--- src/inc/mph_pkg.sv ---
// Constants and types of the parameter command handler.
// Assumes a framed command arrives already decoded into fields.
// ---------------------------------------------------------------
// ---------------------------------------------------------------
package mph_pkg;
    localparam logic [7:0]  MC_VAR      = 8'h01;
    localparam logic [7:0]  SC_READ     = 8'h01;
    localparam logic [7:0]  SC_WRITE    = 8'h02;
    localparam logic [7:0]  MC_OPER     = 8'h30;
    localparam logic [7:0]  SC_INSTR    = 8'h05;
    localparam logic [7:0]  VT_PROTECT  = 8'hC1;
    localparam logic [7:0]  VT_OPER     = 8'hC2;
    localparam logic [7:0]  VT_SETUP    = 8'hC3;
    localparam logic [7:0]  IN_WEN      = 8'h00;
    localparam logic [7:0]  IN_FZERO    = 8'h03;
    localparam logic [7:0]  IN_SRESET   = 8'h06;
    localparam logic [7:0]  IN_AREA1    = 8'h07;
    localparam logic [7:0]  IN_PROT     = 8'h08;
    localparam logic [7:0]  REL_OFF     = 8'h00;
    localparam logic [7:0]  REL_ON      = 8'h01;
    localparam logic [15:0] RC_OK       = 16'h0000;
    localparam logic [15:0] RC_PARAM    = 16'h1100;
    localparam logic [15:0] RC_OPER     = 16'h2203;
    localparam logic [15:0] PROT_LAST   = 16'h0003;
    localparam logic [15:0] OPER_FIRST  = 16'h0001;
    localparam logic [15:0] OPER_LAST   = 16'h0006;
    localparam logic [15:0] SETUP_LAST  = 16'h001D;
    localparam logic [5:0]  PROT_BASE   = 6'h00;
    localparam logic [5:0]  OPER_BASE   = 6'h03;
    localparam logic [5:0]  SETUP_BASE  = 6'h0A;
    localparam int          MEM_DEPTH   = 40;
    localparam logic [5:0]  IDX_LOCK_INIT = 6'h01;
    localparam logic [31:0] LOCK_NO_MOVE  = 32'h0000_0002;
    localparam logic [7:0]  REG_STATUS  = 8'h00;
    localparam logic [7:0]  REG_CTRL    = 8'h04;
    localparam logic [7:0]  REG_LAST_RC = 8'h08;
    localparam int          ST_AREA = 0;
    localparam int          ST_WEN  = 1;
    localparam int          ST_FZ   = 2;
    localparam int          ST_PROT = 3;
    localparam int          ST_FLT  = 4;
    localparam int          CT_HOLD = 0;

    typedef enum logic {AREA_MEASURE = 1'b0, AREA_SUSPEND = 1'b1} mph_area_t;

    typedef struct packed {
        logic [7:0]  main_request_code;
        logic [7:0]  sub_request_code;
        logic [7:0]  var_type;
        logic [15:0] address;
        logic [7:0]  instr_code;
        logic [7:0]  related_info;
        logic [31:0] data;
    } mph_cmd_t;

    typedef struct packed {
        logic [7:0]  main_request_code;
        logic [7:0]  sub_request_code;
        logic [15:0] resp_code;
        logic [31:0] data;
    } mph_rsp_t;
endpackage

--- src/rtl/mph_command_handler.sv ---
// Parameter and instruction command handler of the meter port.
// Assumes commands as one-cycle pulses from the frame decoder and
// fault pins from the measuring front end (asynchronous).
`timescale 1ns/10ps
`default_nettype none
module mph_command_handler (
    input  wire logic             clock,
    input  wire logic             reset_n,
    input  wire logic             cmd_valid,
    input  wire mph_pkg::mph_cmd_t cmd,
    output logic                  rsp_valid,
    output mph_pkg::mph_rsp_t     rsp,
    input  wire logic             no_value_pin,
    input  wire logic             anomaly_pin,
    input  wire logic             range_over_pin,
    output logic                  measuring,
    output logic                  write_enable,
    output logic                  forced_zero,
    input  wire logic [7:0]       reg_addr,
    input  wire logic [31:0]      reg_wdata,
    input  wire logic             reg_wr,
    input  wire logic             reg_rd,
    output logic [31:0]           reg_rdata
);
    import mph_pkg::*;

    // -----------------------------------------------------------
    // State
    // -----------------------------------------------------------
    mph_area_t   area_ff,  nxt_area;
    logic        wen_ff,   nxt_wen;
    logic        fz_ff,    nxt_fz;
    logic        prot_ff,  nxt_prot;
    logic        hold_ff,  nxt_hold;
    logic        rv_ff,    nxt_rv;
    mph_rsp_t    rsp_ff,   nxt_rsp;
    logic [15:0] lrc_ff,   nxt_lrc;
    logic [31:0] rd_ff,    nxt_rd;
    logic [2:0]  flt_s1_ff;
    logic [2:0]  flt_ff;
    logic [31:0] mem_ff [MEM_DEPTH];
    logic        mem_we;
    logic [5:0]  idx;
    logic        idx_ok;
    logic        is_rd, is_wr, is_ins, fault, sreset_go, send;

    // Fault pins pass two flip-flops
    always_ff @(posedge clock or negedge reset_n) begin
        if (!reset_n) begin
            flt_s1_ff <= 3'h0;
            flt_ff    <= 3'h0;
        end else begin
            flt_s1_ff <= {range_over_pin, anomaly_pin, no_value_pin};
            flt_ff    <= flt_s1_ff;
        end
    end
    assign fault = |flt_ff;

    // -----------------------------------------------------------
    // Address mapping of the three parameter spaces
    // -----------------------------------------------------------
    always_comb begin
        idx    = 6'h00;
        idx_ok = 1'b0;
        unique case (cmd.var_type)
            VT_PROTECT: begin
                idx_ok = cmd.address <= PROT_LAST;
                idx    = PROT_BASE + cmd.address[5:0];
            end
            VT_OPER: begin
                idx_ok = cmd.address >= OPER_FIRST &&
                         cmd.address <= OPER_LAST;
                idx    = OPER_BASE + cmd.address[5:0];
            end
            VT_SETUP: begin
                idx_ok = cmd.address <= SETUP_LAST;
                idx    = SETUP_BASE + cmd.address[5:0];
            end
            default: idx_ok = 1'b0;
        endcase
    end

    assign is_rd  = cmd_valid && cmd.main_request_code == MC_VAR &&
                    cmd.sub_request_code == SC_READ;
    assign is_wr  = cmd_valid && cmd.main_request_code == MC_VAR &&
                    cmd.sub_request_code == SC_WRITE;
    assign is_ins = cmd_valid && cmd.main_request_code == MC_OPER &&
                    cmd.sub_request_code == SC_INSTR;
    assign sreset_go = is_ins && cmd.instr_code == IN_SRESET &&
                       cmd.related_info == REL_OFF && wen_ff;

    // -----------------------------------------------------------
    // Command decode, gating and next state
    // -----------------------------------------------------------
    always_comb begin
        nxt_area = area_ff;
        nxt_wen  = wen_ff;
        nxt_fz   = fz_ff;
        nxt_prot = prot_ff;
        nxt_rsp  = rsp_ff;
        mem_we   = 1'b0;
        send     = cmd_valid;
        nxt_rsp.main_request_code = cmd.main_request_code;
        nxt_rsp.sub_request_code  = cmd.sub_request_code;
        nxt_rsp.resp_code = RC_OK;
        nxt_rsp.data      = 32'h0000_0000;
        if (is_rd) begin
            // Reads ignore area and write enable
            if (idx_ok) nxt_rsp.data = mem_ff[idx];
            else nxt_rsp.resp_code = RC_PARAM;
        end else if (is_wr) begin
            if (!idx_ok) nxt_rsp.resp_code = RC_PARAM;
            else if (!wen_ff) nxt_rsp.resp_code = RC_OPER;
            else if (cmd.var_type == VT_PROTECT &&
                     (area_ff != AREA_MEASURE || !prot_ff))
                nxt_rsp.resp_code = RC_OPER;
            else if (cmd.var_type == VT_SETUP &&
                     area_ff != AREA_SUSPEND)
                nxt_rsp.resp_code = RC_OPER;
            else mem_we = 1'b1; // Threshold any area
        end else if (is_ins) begin
            unique case (cmd.instr_code)
                IN_WEN: begin
                    if (cmd.related_info > REL_ON)
                        nxt_rsp.resp_code = RC_PARAM;
                    else nxt_wen = cmd.related_info[0];
                end
                IN_FZERO: begin
                    if (cmd.related_info > REL_ON)
                        nxt_rsp.resp_code = RC_PARAM;
                    else if (!wen_ff || area_ff != AREA_MEASURE)
                        nxt_rsp.resp_code = RC_OPER;
                    else if (fault || hold_ff)
                        nxt_rsp.resp_code = RC_OPER;
                    else nxt_fz = cmd.related_info[0];
                end
                IN_SRESET: begin
                    if (cmd.related_info != REL_OFF)
                        nxt_rsp.resp_code = RC_PARAM;
                    else if (!wen_ff) nxt_rsp.resp_code = RC_OPER;
                    else begin
                        nxt_area = AREA_MEASURE;
                        nxt_wen  = 1'b0;
                        nxt_fz   = 1'b0;
                        nxt_prot = 1'b0;
                        send     = 1'b0;
                    end
                end
                IN_AREA1: begin
                    if (cmd.related_info != REL_OFF)
                        nxt_rsp.resp_code = RC_PARAM;
                    else if (!wen_ff) nxt_rsp.resp_code = RC_OPER;
                    else if (area_ff == AREA_SUSPEND)
                        nxt_area = AREA_SUSPEND; // Ignored
                    else if (mem_ff[IDX_LOCK_INIT] == LOCK_NO_MOVE)
                        nxt_rsp.resp_code = RC_OPER;
                    else begin
                        nxt_area = AREA_SUSPEND;
                        nxt_prot = 1'b0;
                    end
                end
                IN_PROT: begin
                    if (cmd.related_info != REL_OFF)
                        nxt_rsp.resp_code = RC_PARAM;
                    else if (!wen_ff || area_ff != AREA_MEASURE)
                        nxt_rsp.resp_code = RC_OPER;
                    else nxt_prot = 1'b1;
                end
                default: nxt_rsp.resp_code = RC_PARAM;
            endcase
        end else if (cmd_valid) begin
            nxt_rsp.resp_code = RC_PARAM;
        end
        // Response holds between answers
        if (!send) nxt_rsp = rsp_ff;
        nxt_rv  = send;
        nxt_lrc = send ? nxt_rsp.resp_code : lrc_ff;
    end

    // Command state registers; area starts measuring
    always_ff @(posedge clock or negedge reset_n) begin
        if (!reset_n) begin
            area_ff <= AREA_MEASURE;
            wen_ff  <= 1'b0;
            fz_ff   <= 1'b0;
            prot_ff <= 1'b0;
            rv_ff   <= 1'b0;
            rsp_ff  <= '0;
            lrc_ff  <= RC_OK;
        end else begin
            area_ff <= nxt_area;
            wen_ff  <= nxt_wen; // Also the adjustment view
            fz_ff   <= nxt_fz;
            prot_ff <= nxt_prot;
            rv_ff   <= nxt_rv;
            rsp_ff  <= nxt_rsp;
            lrc_ff  <= nxt_lrc;
        end
    end

    // Parameter store, kept across software reset
    always_ff @(posedge clock or negedge reset_n) begin
        if (!reset_n) begin
            for (int i = 0; i < MEM_DEPTH; i++) mem_ff[i] <= 32'h0000_0000;
        end else if (mem_we) begin
            mem_ff[idx] <= cmd.data;
        end
    end

    // -----------------------------------------------------------
    // Register port
    // -----------------------------------------------------------
    always_comb begin
        nxt_hold = hold_ff;
        nxt_rd   = 32'h0000_0000;
        if (reg_wr && reg_addr == REG_CTRL) nxt_hold = reg_wdata[CT_HOLD];
        if (reg_rd) begin
            unique case (reg_addr)
                REG_STATUS: begin
                    nxt_rd[ST_AREA]          = area_ff;
                    nxt_rd[ST_WEN]           = wen_ff;
                    nxt_rd[ST_FZ]            = fz_ff;
                    nxt_rd[ST_PROT]          = prot_ff;
                    nxt_rd[ST_FLT +: 3]      = flt_ff;
                end
                REG_CTRL:    nxt_rd[CT_HOLD] = hold_ff;
                REG_LAST_RC: nxt_rd[15:0]    = lrc_ff;
                default:     nxt_rd          = 32'h0000_0000;
            endcase
        end
    end

    // Register port flops
    always_ff @(posedge clock or negedge reset_n) begin
        if (!reset_n) begin
            hold_ff <= 1'b0;
            rd_ff   <= 32'h0000_0000;
        end else begin
            hold_ff <= nxt_hold;
            rd_ff   <= nxt_rd;
        end
    end

    assign rsp_valid    = rv_ff;
    assign rsp          = rsp_ff;
    assign reg_rdata    = rd_ff;
    assign measuring    = area_ff == AREA_MEASURE;
    assign write_enable = wen_ff;
    assign forced_zero  = fz_ff;
endmodule
`default_nettype wire

--- config.mk ---
export PLATFORM = sky130hd
export DESIGN_NAME = mph_command_handler
export DESIGN_NICKNAME = d
export VERILOG_FILES = /design/src/inc/mph_pkg.sv /design/src/rtl/mph_command_handler.sv
export SDC_FILE = /design/constraint.sdc
export NUM_CORES = 2
export LEC_CHECK = 0
export BUFFER_PORTS_ARGS = -buffer_cell sky130_fd_sc_hd__buf_2
export CORE_MARGIN = 2
export CORE_UTILIZATION = 45
export DETAILED_ROUTE_END_ITERATION = 12
export PLACE_DENSITY_LB_ADDON = 0.05
export SLEW_MARGIN = 20
export SYNTH_ARGS = -nofsm -noshare
export SYNTH_HDL_FRONTEND = slang
export SYNTH_SLANG_ARGS = --single-unit
--- constraint.sdc ---
create_clock -name clock -period 4.15 [get_ports clock]
set_input_delay 0.415 -clock clock [delete_from_list [all_inputs] [get_ports clock]]
set_output_delay 0.415 -clock clock [all_outputs]
set_load 0.02 [all_outputs]
# After elaboration in Yosys (flattened, before gate mapping)
# Cells that the tools add are included.
# word_totals
register_bits	1404
latch_bits	0
ram_bits	0
mem_bits_ro	0
input_bits	136
wordCells	191
memories	0
# classes
addsub	2
mul	0
n_div	0
order_cmp	7
eq_ne	27
shifts	0
n_mux	70
bitwise_logic	4
n_reduce_logical	27
# ops
cell	count
$bwmux 1280	1
$mux 14	15
$bmux 32 s6	1
$demux 32 s6	1
$mux 32	5
$pmux 16 s5	1
$mux 16	4
$mux 48	1
$mux 13	3
$eq 32x2->1 const B	1
$eq 8x3->1 const B	4
$mux 1	29
$eq 8x8->1 const B	3
$ne 2x2->1 const B	12
$pmux 6 s3	1
$eq 8x1->1 const B	2
$eq 8x2->1 const B	2
$eq 8x4->1 const B	2
$ge 16x1->1 const B	1
$le 16x2->1 const B	1
$le 16x3->1 const B	1
$le 16x5->1 const B	1
$logic_not 8->1	2
$pmux 6 s2	1
other kinds (22)	42

# Longest topological paths before layout
# logic_depth
word_depth	10
depth_mapped	13

# Worst setup path before layout
# Ideal clock, no wire load.
# synth_timing
kind	in2reg
startpoint	input port cmd[49] (netlist bit)
endpoint	register mem_ff[161] (netlist bit)
setup_ps	125
arrival_ps	2861
required_ps	4025
path_slack_ps	1165
cell_stages	10
path_buffers	1
path_cell_list	inv_1 -> ha_1 -> a21oi_1 -> and3_1 -> or4_1 -> o21ai_0 -> nand2_2 -> nor2_1 -> buf_2 -> mux2_2
# synth_between
elab_chain_cells	8
word_cells_on_any_way	19
classes_between	2 x add/sub; 6 x order compare; 8 x mux; 1 x bitwise; 2 x reduce/logical
# synth_lines
element	line_no	rtl
start, declared	mph_command_handler.sv:10	input wire mph_pkg::mph_cmd_t cmd,
$add 4x6->6 or $add 2x6->6 (tied branches)	mph_command_handler.sv:77, mph_command_handler.sv:73	
$pmux 6 s3	mph_command_handler.sv:65	unique case (cmd.var_type)
$not 6->7 (implied by the code)	mph_command_handler.sv:206	mem_ff[idx] <= cmd.data;
$ge 7x7->1 (implied by the code) or $lt 7x1->1 (tied branches)	mph_command_handler.sv:206	
$logic_and 1x1->1 (implied by the code)	mph_command_handler.sv:206	
$mux 32 (implied by the code)	mph_command_handler.sv:206	
$demux 32 s6	mph_command_handler.sv:206	
$bwmux 1280	mph_command_handler.sv:206	
end signal, assigned by index	mph_command_handler.sv:206	
end, declared	mph_command_handler.sv:41	logic [31:0] mem_ff [MEM_DEPTH];
# Parallel ways exist; a longest one is shown, timed or not.
# A chain may end at the register's enable or synchronous reset.

# Worst setup path in the final report
# layout_timing
startpoint	input port cmd[80] (netlist bit)
endpoint	register mem_ff[445] (netlist bit)
# layout_between
elab_chain_cells	5
word_cells_on_any_way	6
classes_between	1 x eq/ne; 2 x mux; 3 x reduce/logical
# layout_lines
element	line_no	rtl
$eq 8x1->1 (*)	mph_command_handler.sv:83, mph_command_handler.sv:85	
$logic_and 1x1->1 (*)	mph_command_handler.sv:83, mph_command_handler.sv:85	
$logic_and 1x1->1	mph_command_handler.sv:85	assign is_wr = cmd_valid && cmd.main_request_code == MC_VAR &&
$mux 1	mph_command_handler.sv:111	end else if (is_wr) begin
$mux 1 (*)	mph_command_handler.sv:107	if (is_rd) begin
# Every way passes the cells marked *; elsewhere a longest branch is shown, timed or not.

==> summary.txt <==
Routing
  • Metal1 wirelength: 92100 um
  • Initial drt markers: 3462
  • Met2 wire len: 91300 um
  • Total Wirelength: 201000 um
  • Post-route ant nets: 0
  • DRC viols: 0
  • Top sig layer: met5
  • WL met3: 11700 um
  • Vias per inst: 5.79
  • Detailed Routing Iterations Pass 1: 5
  • DR WL/cell: 26.7 um
  • Routed vias: 43600

Floorplan
  • I/O pin count: 236
  • Standard-cell rows: 138
  • Initial core utilization: 45.2%
  • Die area: 144000 um2
  • Die width: 380 um
  • Die Ht: 380 um
  • Core Area: 141000 um2

Final layout
  • Area of the multi-input gates: 26700 um2
  • Most common cell after layout, fill and taps aside: dfrtp_1
  • Most frequent cells in the layout: 1388 x dfrtp_1, 1196 x mux2_2, 1024 x nand2_1
  • Final Net Count: 5662
  • Fillers: 12600
  • Cell Count, Final, Fillers Out: 7535
  • Layout cell share with drive strength beyond 1: 34.1%
  • Reg area: 34700 um2
  • P&R area growth vs syn: 15.1%

Global routing
  • Vias in the first global route: 43400
  • Total GRT Usage: 27.8%
  • Largest net degree at the start of global routing: 149
  • First-pass GRT wire length: 299000 um
  • Initial antenna violation count: 17
  • GRT Residual Overflow: 0

Synthesis
  • Synth Warn #: 0
  • Sequential area share after synthesis: 54.6%
  • Synth Register Bits: 1388
  • Post-synth EDFFs: 0
  • Synth async-reset ratio: 100%
  • Netlist Area Pre-Place: 63700 um2
  • Average instance area after synthesis: 11.8 um2
  • Syn Inst Count: 5396
  • Main flop type after synthesis: dfrtp_1
  • Yosys cell types: 71

Clock tree
  • Max clock buf depth: 3
  • H-Tree Depth: 4
  • Clock root buffer: clkbuf_16
  • Worst-path clk slew: 0.06 ns
  • CTS tree: built
  • Clk sinks: 1388
  • Num CTS Buffers: 157
  • Worst-Skew Late Latency: 0.78 ns

Place
  • Placed cell count: 7224
  • GP Congestion: 0.803
  • IO buf count: 188
  • HPWL Detailed: 121000 um

Min path
  • Worst hold path type: primary input to flip-flop

Outcome
  • Status: completed

STA
  • Final Hold Vio Count: 0
  • Unrepaired setup endpoints after global routing: no
  • Final setup fails: 0
  • Setup TNS: 0 ns
  • Period minus WS final: 3.51 ns
  • Worst slew margin: 24.6%
  • Slew Viols, Final: 0
  • Period utilization: 84.5%
  • Clk_skew: 0.0186 ns
  • Worst-Margin Slew: 1.10 ns
  • Fmax: 285 MHz

Flow run
  • Max cap viols: 0

Worst setup path
  • Critical path class: primary input to flip-flop
  • Worst setup SP type: primary input
  • CP required: 4.81 ns
  • Critical path arrival: 4.17 ns
  • Crit Path Max Fanout: 14
  • Worst Setup End Kind: flip-flop
  • Flop2flop setup slack: 0.98 ns

Power and ir drop
  • Peak VDD IR: 0.317 mV
  • Leak Pwr: 34.0 nW
  • Cell Pwr Density: 392 nW/um2
==> registers in the layout, indices dropped and copies added, names as in the netlist <==
signal / cells
rsp_valid: 1
mem_ff: 1280
reg_rdata: 16
hold_ff: 1
flt_ff: 3
flt_s1_ff: 3
rsp: 64
forced_zero: 1
write_enable: 1
prot_ff: 1
area_ff: 1
lrc_ff: 16
==> worst max-delay path: stages <==
cell and delay, ns:
dlygate4sd3_1 0.53, buf_2 0.16, nor4b_1 0.66, and3_1 0.27, nand4b_1 0.26, nor4_2 0.32
buf_4 0.21, nand2_1 0.29, nor2_4 0.24, buf_4 0.37, mux2_2 0.39
==> logic make-up after synthesis <==
| group | count (synthesis) | share of synthesized area (%) |
|---|---|---|
| other | 1 | 0.00589 |
| buffers and inverters | 501 | 3.87 |
| adder cells (fa/ha/maj) | 5 | 0.0983 |
| multiplexers | 1469 | 25.6 |
| XOR/XNOR | 1 | 0.0138 |
| flip-flops | 1388 | 54.6 |
| AND/OR/NAND/NOR | 1616 | 11.4 |
| AO/OA/AOI/OAI | 415 | 4.38 |
==> Yosys cell counts (5+ instances only) <==
cell type  instances  share of area (%)
o21ai_0           27               0.21
a2111oi_0         23               0.32
nor2_4            20               0.35
mux2_1            87                1.5
clkbuf_1         274                1.6
dfrtp_1         1388                 55
nor4_1            68               0.67
mux2_2          1196                 21
nand3_1          307                2.4
a21oi_1          121               0.95
buf_4             44               0.52
nor2_2            14               0.14
nor2b_1            5              0.049
and2_1            29               0.29
o22ai_1           52               0.51
a32oi_1           66               0.91
nand2b_1           6              0.059
buf_1              6              0.035
inv_1              8              0.047
buf_2            135                1.1
nand4_1           57               0.56
a31oi_1           59               0.58
buf_6             33               0.58
nor3_1            20               0.16
nor2_1            26               0.15
ha_1               5              0.098
a22o_1            32               0.44
a211oi_1          11               0.13
nand2_1         1025                6.0
mux2i_1          186                2.9
==> worst paths after layout <==
check | startpoint | to | cells past startpoint
min | reg_addr[3] | reg_rdata[5]$_DFF_PN0_ | 3
max | cmd[80] | mem_ff[445]$_DFFE_PN0P_ | 11
min in group asynchronous | reset_n | mem_ff[262]$_DFFE_PN0P_ | 2
min reg2reg | flt_s1_ff[1]$_DFF_PN0_ | flt_ff[1]$_DFF_PN0_ | 0
max reg2reg | mem_ff[1242]$_DFFE_PN0P_ | rsp[45]$_DFF_PN0_ | 8
max in group asynchronous | reset_n | mem_ff[587]$_DFFE_PN0P_ | 3
==> stage by stage <==
| step | setup WS [ns] | cell area [um2] | hold slack (ns) | power, W | utilization, % |
|---|---|---|---|---|---|
| global placement | 0.166 | 67700 | 0.334 | 0.0147 | 48.0 |
| global route | 0.515 | 73300 | 0.102 | 0.0297 | 52.0 |
| finish | 0.645 | 73300 | 0.0936 | 0.0287 | 52.0 |
| CTS | 0.756 | 73300 | 0.0510 | 0.0291 | 52.0 |
| detailed placement | 0.151 | 67700 | 0.336 | 0.0147 | 48.0 |
| floorplan | 1.16 | 63700 | 0.119 | 0.0141 | - |
==> final cells by class <==
type	instances	share of cell area (%)
diodes	2	0.00683
clock buffers	241	6.50
clock inverters	40	0.751
inverters	9	0.0461
multi-input cells	3522	36.5
flip-flops and latches	1388	47.4
well taps	1890	3.23
repair buffers	443	5.57
==> report_power, final <==
part	switching, W	leakage (nW)	total [W]	internal [W]
clock	0.00568	2.62	0.0143	0.00862
combinational	0.000689	12.0	0.000857	0.000168
sequential	0.0000101	19.3	0.0136	0.0136
total	0.00638	34.0	0.0287	0.0223
==> timing repair <==
item / 4_1_cts / 5_1_grt
resized for setup: 0 / 0
hold buffers: 28 / 0
hold endpoints to repair: 190 / 0
buffers inserted: 0 / 0
==> metal layers <==
layer	global-route usage (%)	vias up
li1	-	19300
met1	39.7	22700
met2	43.0	1262
met3	5.10	328
met4	8.97	10
met5	0	-
(Power assumes the default switching activity.)
